$ cat src/design/servo_monitor_pkg.sv
package servo_monitor_pkg;

	// ------------------------------------------------------------
	// Register map (byte addresses, one aligned word each)
	// ------------------------------------------------------------
	localparam logic [7:0] GAIN_OFFSET        = 8'h00;
	localparam logic [7:0] INPUT_STATE_OFFSET = 8'h04;
	localparam logic [7:0] OUTPUT_STATE_OFFSET = 8'h08;
	localparam logic [7:0] EDGE_COUNT_OFFSET  = 8'h0c;
	localparam logic [7:0] IRQ_STATUS_OFFSET  = 8'h10;
	localparam logic [7:0] IRQ_MASK_OFFSET    = 8'h14;

	// ------------------------------------------------------------
	// Feed-forward gain, in steps of 0.0001
	// ------------------------------------------------------------
	localparam int         GAIN_WIDTH = 14;
	localparam logic [13:0] GAIN_MAX   = 14'h2710;
	localparam logic [13:0] GAIN_RESET = 14'h2710;
	localparam logic [13:0] GAIN_OFF   = 14'h0000;

	// ------------------------------------------------------------
	// Input state word bit positions
	// ------------------------------------------------------------
	localparam int IN_PAUSE        = 0;
	localparam int IN_ORIGIN_LIMIT = 1;
	localparam int IN_RETURN_START = 2;
	localparam int IN_INTEG_OFF    = 3;
	localparam int IN_MANUAL_STEP  = 4;
	localparam int IN_WIDTH        = 5;

	// ------------------------------------------------------------
	// Output state word bit positions
	// ------------------------------------------------------------
	localparam int OUT_ORIGIN_DEFINED = 0;
	localparam int OUT_RETURN_DONE    = 1;
	localparam int OUT_IN_POSITION    = 2;
	localparam int OUT_PROXIMITY_A    = 3;
	localparam int OUT_PROXIMITY_B    = 4;
	localparam int OUT_NORMAL         = 5;
	localparam int OUT_WIDTH          = 6;

	// ------------------------------------------------------------
	// Interrupt status and mask bit positions
	// ------------------------------------------------------------
	localparam int IRQ_COUNT_WRAP   = 0;
	localparam int IRQ_ALARM        = 1;
	localparam int IRQ_IN_POSITION  = 2;
	localparam int IRQ_RETURN_DONE  = 3;
	localparam int IRQ_WIDTH        = 4;
	localparam logic [3:0] IRQ_MASK_RESET = 4'h0;

	localparam int COUNT_WIDTH = 32;

endpackage

$ cat src/design/servo_io_state_monitor.sv
// Overview of operation
// Gain accepts 0.0000..1.0000, resets to 1.0000.
// Gain of zero switches feed-forward off.
// Origin-defined readout: 0 undefined, 1 defined.
// Input readouts use conditioned levels, not pins.
// Output readouts taken before timer and inversion.
// Pause readout: 0 normal, 1 paused.
// Origin-limit readout: 1 near origin detected.
// Return-done: finished and command still at origin.
// Return-start readout: 1 while request asserted.
// Integrator-disable readout: 1 integral control off.
// In-position: completed and target position held.
// Manual-step readout: 0 decelerate, 1 accelerate.
// Count every edge of both feedback phases.
// Writing zero clears the edge counter.
// Proximity A readout: 1 nearing final target.
// Proximity B readout independent, same encoding.
// Normal readout: 0 alarm or warning, 1 normal.
// Reads never change state; only zero write clears.
//
// Register access over Wishbone and the placing of the registers were chosen for this implementation.
`timescale 1ns/1ns
`default_nettype none

module servo_io_state_monitor
	import servo_monitor_pkg::*;
(
	// Clock and reset
	input  wire logic                   clk,
	input  wire logic                   rst,
	// Wishbone classic slave
	input  wire logic                   wb_cyc_i,
	input  wire logic                   wb_stb_i,
	input  wire logic                   wb_we_i,
	input  wire logic [7:0]             wb_adr_i,
	input  wire logic [3:0]             wb_sel_i,
	input  wire logic [31:0]            wb_dat_i,
	output logic [31:0]                 wb_dat_o,
	output logic                        wb_ack_o,
	// Conditioned control inputs, after polarity and debounce
	input  wire logic                   pause_input,
	input  wire logic                   origin_limit_input,
	input  wire logic                   origin_return_start_input,
	input  wire logic                   integrator_disable_input,
	input  wire logic                   manualStepInput,
	// Internal output sources, before stabilization and inversion
	input  wire logic                   origin_defined_output,
	input  wire logic                   originReturnFinished,
	input  wire logic                   commandAtOrigin,
	input  wire logic                   positioningComplete,
	input  wire logic                   targetHeld,
	input  wire logic                   proximity_a_output,
	input  wire logic                   proximity_b_output,
	input  wire logic                   alarmPresent,
	input  wire logic                   warningPresent,
	// Feedback phases driven out of the unit
	input  wire logic                   feedbackPhaseA,
	input  wire logic                   feedbackPhaseB,
	// Control loop side
	output logic [GAIN_WIDTH-1:0]       feedforward_gain,
	output logic                        feedforwardEnable,
	output logic [OUT_WIDTH-1:0]        outputState,
	// Interrupt
	output logic                        irq
);

	// ------------------------------------------------------------
	// Bus decode
	// ------------------------------------------------------------
	logic                   request;
	logic                   writeStrobe;
	logic                   hitGain;
	logic                   hitCount;
	logic                   hitStatus;
	logic                   hitMask;
	logic [31:0]            laneMask;
	logic [31:0]            writeBits;

	assign request     = wb_cyc_i & wb_stb_i;
	// Writes land at the edge where the master samples ack.
	assign writeStrobe = request & wb_we_i & wb_ack_o;
	assign hitGain     = wb_adr_i == GAIN_OFFSET;
	assign hitCount    = wb_adr_i == EDGE_COUNT_OFFSET;
	assign hitStatus   = wb_adr_i == IRQ_STATUS_OFFSET;
	assign hitMask     = wb_adr_i == IRQ_MASK_OFFSET;
	assign laneMask    = {{8{wb_sel_i[3]}}, {8{wb_sel_i[2]}}, {8{wb_sel_i[1]}}, {8{wb_sel_i[0]}}};
	assign writeBits   = wb_dat_i & laneMask;

	// ------------------------------------------------------------
	// Feed-forward gain
	// ------------------------------------------------------------
	logic [31:0]            gainMerged;
	logic                   gainInRange;

	assign gainMerged  = ({18'h00000, feedforward_gain} & ~laneMask) | writeBits;
	// Out-of-range values are dropped so the loop never sees a gain above unity.
	assign gainInRange = gainMerged <= {18'h00000, GAIN_MAX};

	always_ff @(posedge clk)
	begin
		if (rst)
			feedforward_gain <= GAIN_RESET;
		else if (writeStrobe & hitGain & gainInRange)
			feedforward_gain <= gainMerged[GAIN_WIDTH-1:0];
	end

	assign feedforwardEnable = feedforward_gain != GAIN_OFF;

	// ------------------------------------------------------------
	// Input and output state capture
	// ------------------------------------------------------------
	logic [IN_WIDTH-1:0]    inputState;
	logic [IN_WIDTH-1:0]    next_inputState;
	logic [OUT_WIDTH-1:0]   next_outputState;

	// Inputs arrive already conditioned; the pin level is never seen here.
	assign next_inputState[IN_PAUSE]        = pause_input;                          // see R4
	assign next_inputState[IN_ORIGIN_LIMIT] = origin_limit_input;
	assign next_inputState[IN_RETURN_START] = origin_return_start_input;
	assign next_inputState[IN_INTEG_OFF]    = integrator_disable_input;
	assign next_inputState[IN_MANUAL_STEP]  = manualStepInput;

	// Outputs are formed ahead of any stabilization timer or inversion.
	assign next_outputState[OUT_ORIGIN_DEFINED] = origin_defined_output;            // see R3
	assign next_outputState[OUT_RETURN_DONE]    = originReturnFinished & commandAtOrigin;
	assign next_outputState[OUT_IN_POSITION]    = positioningComplete & targetHeld;
	assign next_outputState[OUT_PROXIMITY_A]    = proximity_a_output;
	assign next_outputState[OUT_PROXIMITY_B]    = proximity_b_output;
	assign next_outputState[OUT_NORMAL]         = ~(alarmPresent | warningPresent);

	always_ff @(posedge clk)
	begin
		if (rst)
		begin
			inputState  <= '0;
			outputState <= '0;
		end
		else
		begin
			inputState  <= next_inputState;
			outputState <= next_outputState;
		end
	end

	// ------------------------------------------------------------
	// Feedback edge counter
	// ------------------------------------------------------------
	logic [COUNT_WIDTH-1:0] edgeCount;
	logic                   countWrapped;
	logic                   countClear;

	// Only a write whose enabled lanes are all zero clears; other writes are ignored.
	assign countClear = writeStrobe & hitCount & (wb_sel_i != 4'h0) & (writeBits == 32'h00000000);

	feedback_edge_counter #(
		.WIDTH   (COUNT_WIDTH)
	) edgeCounter (
		.clk     (clk),
		.rst     (rst),
		.phaseA  (feedbackPhaseA),
		.phaseB  (feedbackPhaseB),
		.clear   (countClear),
		.count   (edgeCount),
		.wrapped (countWrapped)
	);

	// ------------------------------------------------------------
	// Interrupts
	// ------------------------------------------------------------
	logic [IRQ_WIDTH-1:0]   irqStatus;
	logic [IRQ_WIDTH-1:0]   irqMask;
	logic [IRQ_WIDTH-1:0]   irqEvent;
	logic [IRQ_WIDTH-1:0]   irqClear;

	assign irqEvent[IRQ_COUNT_WRAP]  = countWrapped;
	assign irqEvent[IRQ_ALARM]       = outputState[OUT_NORMAL] & ~next_outputState[OUT_NORMAL];
	assign irqEvent[IRQ_IN_POSITION] = ~outputState[OUT_IN_POSITION] & next_outputState[OUT_IN_POSITION];
	assign irqEvent[IRQ_RETURN_DONE] = ~outputState[OUT_RETURN_DONE] & next_outputState[OUT_RETURN_DONE];
	assign irqClear = (writeStrobe & hitStatus) ? writeBits[IRQ_WIDTH-1:0] : '0;

	always_ff @(posedge clk)
	begin
		if (rst)
		begin
			irqStatus <= '0;
			irqMask   <= IRQ_MASK_RESET;
		end
		else
		begin
			// A new event in the clearing cycle stays set.
			irqStatus <= (irqStatus & ~irqClear) | irqEvent;
			if (writeStrobe & hitMask)
				irqMask <= (irqMask & ~laneMask[IRQ_WIDTH-1:0]) | writeBits[IRQ_WIDTH-1:0];
		end
	end

	assign irq = |(irqStatus & irqMask);

	// ------------------------------------------------------------
	// Read path and acknowledge
	// ------------------------------------------------------------
	logic [31:0]            readWord;

	// Pure selection: a read loads only wb_ack_o and wb_dat_o and touches no other state in the block.
	assign readWord =
		hitGain                              ? {18'h00000, feedforward_gain} :
		(wb_adr_i == INPUT_STATE_OFFSET)     ? {27'h0000000, inputState} :
		(wb_adr_i == OUTPUT_STATE_OFFSET)    ? {26'h0000000, outputState} :
		hitCount                             ? edgeCount :
		hitStatus                            ? {28'h0000000, irqStatus} :
		hitMask                              ? {28'h0000000, irqMask} :
		32'h00000000;

	always_ff @(posedge clk)
	begin
		if (rst)
		begin
			wb_ack_o <= 1'b0;
			wb_dat_o <= 32'h00000000;
		end
		else
		begin
			wb_ack_o <= request & ~wb_ack_o;
			wb_dat_o <= (request & ~wb_ack_o & ~wb_we_i) ? readWord : 32'h00000000;
		end
	end

endmodule

`default_nettype wire

$ cat src/design/feedback_edge_counter.sv
`timescale 1ns/1ns
`default_nettype none

module feedback_edge_counter
	import servo_monitor_pkg::*;
#(
	parameter int WIDTH = COUNT_WIDTH
)
(
	// Clock and reset
	input  wire logic             clk,
	input  wire logic             rst,
	// Feedback phases as driven out of the unit
	input  wire logic             phaseA,
	input  wire logic             phaseB,
	// Control
	input  wire logic             clear,
	// Result
	output logic [WIDTH-1:0]      count,
	output logic                  wrapped
);

	logic             lastA;
	logic             lastB;
	logic [1:0]       step;
	logic [WIDTH:0]   sum;

	// Both phases count on rise and fall, so one clock may add two.
	assign step = {1'b0, phaseA ^ lastA} + {1'b0, phaseB ^ lastB};
	assign sum  = {1'b0, count} + {{(WIDTH-1){1'b0}}, step};

	always_ff @(posedge clk)
	begin
		if (rst)
		begin
			lastA   <= 1'b0;
			lastB   <= 1'b0;
			count   <= '0;
			wrapped <= 1'b0;
		end
		else
		begin
			lastA   <= phaseA;
			lastB   <= phaseB;
			// A clear restarts from zero; edges of that same cycle are dropped.
			count   <= clear ? '0 : sum[WIDTH-1:0];                  // see R13
			wrapped <= ~clear & sum[WIDTH];
		end
	end

endmodule

`default_nettype wire

$ cat config.mk
export PLATFORM = sky130hd
export DESIGN_NAME = servo_io_state_monitor
export DESIGN_NICKNAME = d
export VERILOG_FILES = /design/src/design/servo_monitor_pkg.sv /design/src/design/servo_io_state_monitor.sv /design/src/design/feedback_edge_counter.sv
export SDC_FILE = /design/constraint.sdc
export NUM_CORES = 1
export LEC_CHECK = 0
export ABC_AREA = 1
export BUFFER_PORTS_ARGS = -buffer_cell sky130_fd_sc_hd__buf_2
export CAP_MARGIN = 20
export CORE_UTILIZATION = 45
export DETAILED_ROUTE_END_ITERATION = 8
export PLACE_DENSITY = 0.69
export SETUP_SLACK_MARGIN = 0.2
export SYNTH_ARGS = -nofsm -noshare
export SYNTH_HDL_FRONTEND = slang
export SYNTH_HIERARCHICAL = 1
export SYNTH_SLANG_ARGS = --single-unit
$ cat constraint.sdc
create_clock -name clk -period 6.1 [get_ports clk]
set_input_delay 1.22 -clock clk [delete_from_list [all_inputs] [get_ports clk]]
set_output_delay 1.22 -clock clk [all_outputs]
set_load 0.01 [all_outputs]
**Yosys cells after proc, flatten, opt, wreduce, memory -nomap -nowiden**

Index checks and enable logic that the tools add are counted.

- $add $sub $neg: 2
- $lt $le $gt $ge: 1
- Eq/ne operators: 5
- Mux-type cells: 7
- Bitwise logic cells: 39
- Reduce and logical (&&, ||, !) cells: 8

Operators by type and width:

| operator | number |
|---|---|
| 14-bit two-way mux | 3 |
| 32-bit by 2-bit adder with 33-bit output | 1 |
| 14-bit by 32-bit bitwise AND with 32-bit output | 1 |
| 32-bit bitwise AND | 1 |
| 32-bit by 14-bit less-or-equal comparator with 1-bit output, second input constant | 1 |
| 32-bit logical NOT | 1 |
| 32-bit two-way mux | 1 |
| 32-bit NOT | 1 |
| 32-bit OR | 1 |
| 1-bit bitwise AND | 18 |
| 8-bit by 4-bit equality test with 1-bit output, second input constant | 2 |
| 8-bit by 5-bit equality test with 1-bit output, second input constant | 2 |
| 14-bit nonzero test | 1 |
| 4-bit bitwise AND | 3 |
| 4-bit two-way mux | 3 |
| 8-bit by 3-bit equality test with 1-bit output, second input constant | 1 |
| 8-bit logical NOT | 1 |
| 4-bit NOT | 2 |
| 4-bit OR | 2 |
| 1-bit NOT | 7 |
| 5-bit OR reduction | 1 |
| 4-bit nonzero test | 1 |
| 2-bit OR reduction | 2 |
| 4-bit OR reduction | 1 |
| other kinds (3) | 4 |

- Flip-flop bits (word level): 101
- Bits of input ports: 65
- Output and inout bits: 55
- Word-level logic and storage cells: 74

**Logic depth before layout (Yosys ltp)**

- Word-level depth: 8
- Depth in mapped cells: 13
- Depth with buffers taken out: 12

**By module**

The synthesis kept the hierarchy.

Modules (own cells, without submodules):

| module | instances | cells each | area each (um^2) | seq. area each (um^2) |
|---|---|---|---|---|
| servo_io_state_monitor | 1 | 425 | 2965.3 | 1321.3 |
| feedback_edge_counter | 1 | 265 | 1824.2 | 700.7 |

**Least setup slack after synthesis**

OpenSTA, ideal clock, no wires.

- Path kind: in2reg
- Start: input feedbackPhaseA
- End: register edgeCounter.count[12]
- Setup time: 0.115 ns
- Arrival time: 2.655 ns
- Data required time: 5.985 ns
- Slack: 3.330 ns
- Stages on the path: 10
- Path buffers: 0
- Cell sequence: xnor2_1 -> fa_1 -> inv_1 -> ha_1 -> nand2_1 -> nor2_4 -> nand2_4 -> nor2_2 -> a21oi_1 -> and2_1

- Longest elaborated chain between the ends: 3

RTL lines:

| element | RTL line | RTL |
|---|---|---|
| start, declared | servo_io_state_monitor.sv:57 | `input wire logic feedbackPhaseA,` |
| 1-bit bitwise XOR | feedback_edge_counter.sv:29 | `assign step = {1'b0, phaseA ^ lastA} + {1'b0, phaseB ^ lastB};` |
| 1-bit by 1-bit adder with 2-bit output | feedback_edge_counter.sv:29 |  |
| 32-bit by 2-bit adder with 33-bit output | feedback_edge_counter.sv:30 | `assign sum = {1'b0, count} + {{(WIDTH-1){1'b0}}, step};` |
| end signal, assigned | feedback_edge_counter.sv:46 | `count <= clear ? '0 : sum[WIDTH-1:0];` |
| end, declared | feedback_edge_counter.sv:19 | `output logic [WIDTH-1:0] count,` |

No other way between the ends.
A chain may end at the register's enable or synchronous reset.

**Worst setup path after layout**

- Start: input wb_dat_i[15]
- End: register edgeCounter.count[7]

- Longest elaborated chain between the ends: 4

RTL lines:

| element | RTL line | RTL |
|---|---|---|
| start, declared | servo_io_state_monitor.sv:37 | `input wire logic [31:0] wb_dat_i,` |
| 32-bit bitwise AND | servo_io_state_monitor.sv:87 | `assign writeBits = wb_dat_i & laneMask;` |
| 32-bit logical NOT | servo_io_state_monitor.sv:153 | `assign countClear = writeStrobe & hitCount & (wb_sel_i != 4'h0) & (writeBits == 32'h00000000);` |
| 1-bit bitwise AND | servo_io_state_monitor.sv:153 |  |
| net countClear | servo_io_state_monitor.sv:150 | `logic countClear;` |
| 2-bit OR reduction (no source line) | -- |  |

The timed path passes the listed nets, and every way through them passes these cells.

==> metrics.md <==
| Metric | Value |
|---|---|
| Global placement routability congestion | 0.9202 |
| Global route total overflow | 0 |
| I/O pin count | 120 |
| Syn Area/Cell | 6.941 um^2 |
| CP arrival | 3210 ps |
| Post-CTS resize count | 0 |
| Setup_tns | 0 ps |
| CTS buffer count | 9 |
| PwrDens | 214.5 mW/mm^2 |
| Most common cell after layout, fill and taps aside | nand2_1 |
| Site Rows | 37 |
| RSZ-0062 raised after global routing | false |
| Fin. max-slew vios | 0 |
| Total Routing Usage GR | 23.10% |
| Largest net degree at the start of global routing | 25 |
| Crit. path cell count | 10 |
| Hpwl dp | 9419 um |
| Endpoints failing setup | 0 |
| Port Buffers | 119 |
| Clock Sinks | 101 |
| Fmax | 339.8 MHz |
| Sequential Area | 0.002022 mm^2 |
| Root Buffer | clkbuf_8 |
| Mapped Area | 0.004790 mm^2 |
| GRT met3 Usage | 3.743% |
| Hold Path Stages | 2 |
| Synth Register Bits | 101 |
| Die Y | 105.2 um |
| CP startpoint kind | input port |
| Syn Nets | 757 |
| Ys flop type | dfxtp_1 |
| Initial antenna violation count | 0 |
| H-tree levels | 3 |
| Final WS setup | 3158 ps |
| Worst VDD drop | 0.1223 mV |
| Final Cycle Share | 48.24% |
| Max Clock Skew | 10.94 ps |
| Max_slew headroom | 41.16% |
| Mapped Cells | 690 |
| CORE AREA | 0.01032 mm^2 |
| Setup crit end kind | flop |
| Layout Nets | 872 |
| Final ANT Viol Nets | 0 |
| DRC viols | 0 |
| Multi-input logic area | 0.002330 mm^2 |
| Hold buffer count at cts | 0 |
| Post-CTS setup buffer count | 0 |
| Status | finished clean |
| Maxcap violations | 0 |
| WP data required | 6370 ps |
| Fraction of layout cells with a size suffix above 1 | 21.76% |
| Die Area | 0.01106 mm^2 |
| CP bufs+invs | 2 |
| Initial Utilization | 46.39% |
| Worst R2R Path Depth | 7 |
| Synth cell types | 39 |
| Most frequent cells in the layout | 140 x nand2_1, 119 x buf_2, 118 x nor2_1 |
| Tightest Hold Check Type | flop to flop |
| Worst path cell trace | buf_2 > o21ai_0 > nand3_1 > nor3_1 > nand3_1 > nor2_1 > or2_1 > inv_2 > o21ai_0 > a21oi_1 |
| Final wirelength | 12130 um |
| Slowest CP cell | o21ai_0 |
| Min Tclk post-route | 2942 ps |
| Most Crowded Layer GR | met2 |
| First-pass GRT wire length | 20330 um |
| Final hold vios | 0 |
| Ys async rst share | 0% |
| Post-synthesis sequential area ratio | 42.22% |
| Warnings from Yosys | 6 |
| Clock slew at reported path FFs | 90 ps |
| Clock latency on the worst-skew pair | 380 ps |
| CP delay by family, top | simple AND/OR/NAND/NOR gates |
| # diodes | 0 |
| Vias per cell | 5.012 |
| Initial DRT Pass Iterations | 4 |
| DR vias | 4736 |
| Synth-to-Final Area Change | 18.16% |
| Met2 GRT Util | 41.11% |
| Leakage | 2.502 nW |
| Pre-CTS setup slack | 2776 ps |
| Layout fillers | 1021 |
| EDFF count, synth | 0 |
| GRT met1 Usage | 27.43% |
| TritonCTS clock tree | built |
| Number of global-route vias before repair | 4508 |
| Worst Tran Pin Value | 881.6 ps |
| CP max stage delay | 460 ps |
| Die Width | 105.2 um |
| DR WL/cell | 12.84 um |
| Largest fanout on the critical path | 23 |
| CP Class | input port to flop |
| DRT iter0 DRCs | 210 |
| CTS max path bufs | 2 |
==> worst paths after layout <==
kind                              start              endpoint  slack (ps)
hold reg to reg   edgeCounter/count[29]          wb_dat_o[29]         470
setup reg to reg               wb_ack_o   feedforward_gain[4]        3810
setup / recovery           wb_dat_i[15]  edgeCounter/count[7]        3160
hold / removal    edgeCounter/count[29]          wb_dat_o[29]         470
==> routing by layer <==
layer / vias to the layer above / wire (um) / part of all wire, %
met1: 2115 / 5185 / 43
met3: 26 / 735 / 6.1
met2: 175 / 5914 / 49
met4: 0 / 294 / 2.4
li1: 2420 / - / -
met5: - / 0 / 0
==> state kept, by name (all words and copies together) (netlist names), named ones only <==
signal / cells
wb_ack_o: 1
edgeCounter/lastB: 1
edgeCounter/lastA: 1
outputState: 6
irqStatus: 4
wb_dat_o: 32
feedforward_gain: 14
edgeCounter/wrapped: 1
edgeCounter/count: 32
inputState: 5
==> Yosys cell counts (4+ instances only) <==
cell,number,area share [%]
nand2_1,140,11
nor2_1,118,9.2
dfxtp_1,101,42
inv_1,84,6.6
nand3_1,56,5.9
a21oi_1,47,4.9
o21ai_0,32,3.3
nor2_2,11,1.4
nor2_4,11,2.6
nand2_2,8,1.0
nor3_1,8,0.84
nand4_1,7,0.91
o31ai_1,7,1.1
o21ai_1,6,0.63
buf_2,5,0.52
and2_1,4,0.52
clkbuf_1,4,0.31
inv_2,4,0.31
==> kinds of logic (layout without fill, tap and decap cells) <==
| group | Yosys count | in the layout | share of synthesized area (%) |
|---|---|---|---|
| compound gates | 99 | 99 | 11.05 |
| xor+xnor | 4 | 4 | 0.7316 |
| fa+ha+maj | 2 | 2 | 0.6792 |
| buf+inv | 105 | 224 | 9.143 |
| flops | 101 | 101 | 42.22 |
| simple gates | 379 | 379 | 36.18 |
==> area by class of cell <==
cell class,instances,share of cell area (%)
clock buffer,12,2.742
sequential,101,35.73
tap,136,3.007
timing repair buffer,120,10.66
multi-input combinational,484,41.17
inverter,89,5.903
clock inverter,3,0.7959
==> worst register-to-register path, stage by stage (launching register included) <==
cell	delay [ps]
dfxtp_1	380
inv_1	50
nor3_1	440
nand2_1	120
nor2_2	710
nand2_1	270
nand2_1	110
nand3_1	70
==> where the power goes <==
group | switching [mW] | total (mW) | internal [mW]
clock network | 0.228 | 0.438 | 0.210
registers | 0.00716 | 0.677 | 0.669
logic | 0.0598 | 0.0992 | 0.0394
==> stage by stage <==
step	util [%]	std cells	cell area, um^2	power, mW	hold slack (ps)
floorplan	-	690	4790	0.7555	415.3
detailed placement	52.88	930	5459	0.7912	456.2
global placement	52.88	930	5459	0.7893	450.5
CTS	54.82	945	5659	1.223	476.2
finish	54.82	945	5659	1.214	472.3
global route	54.82	945	5659	1.261	498.0
No activity file was read; power rests on OpenSTA's default activity.
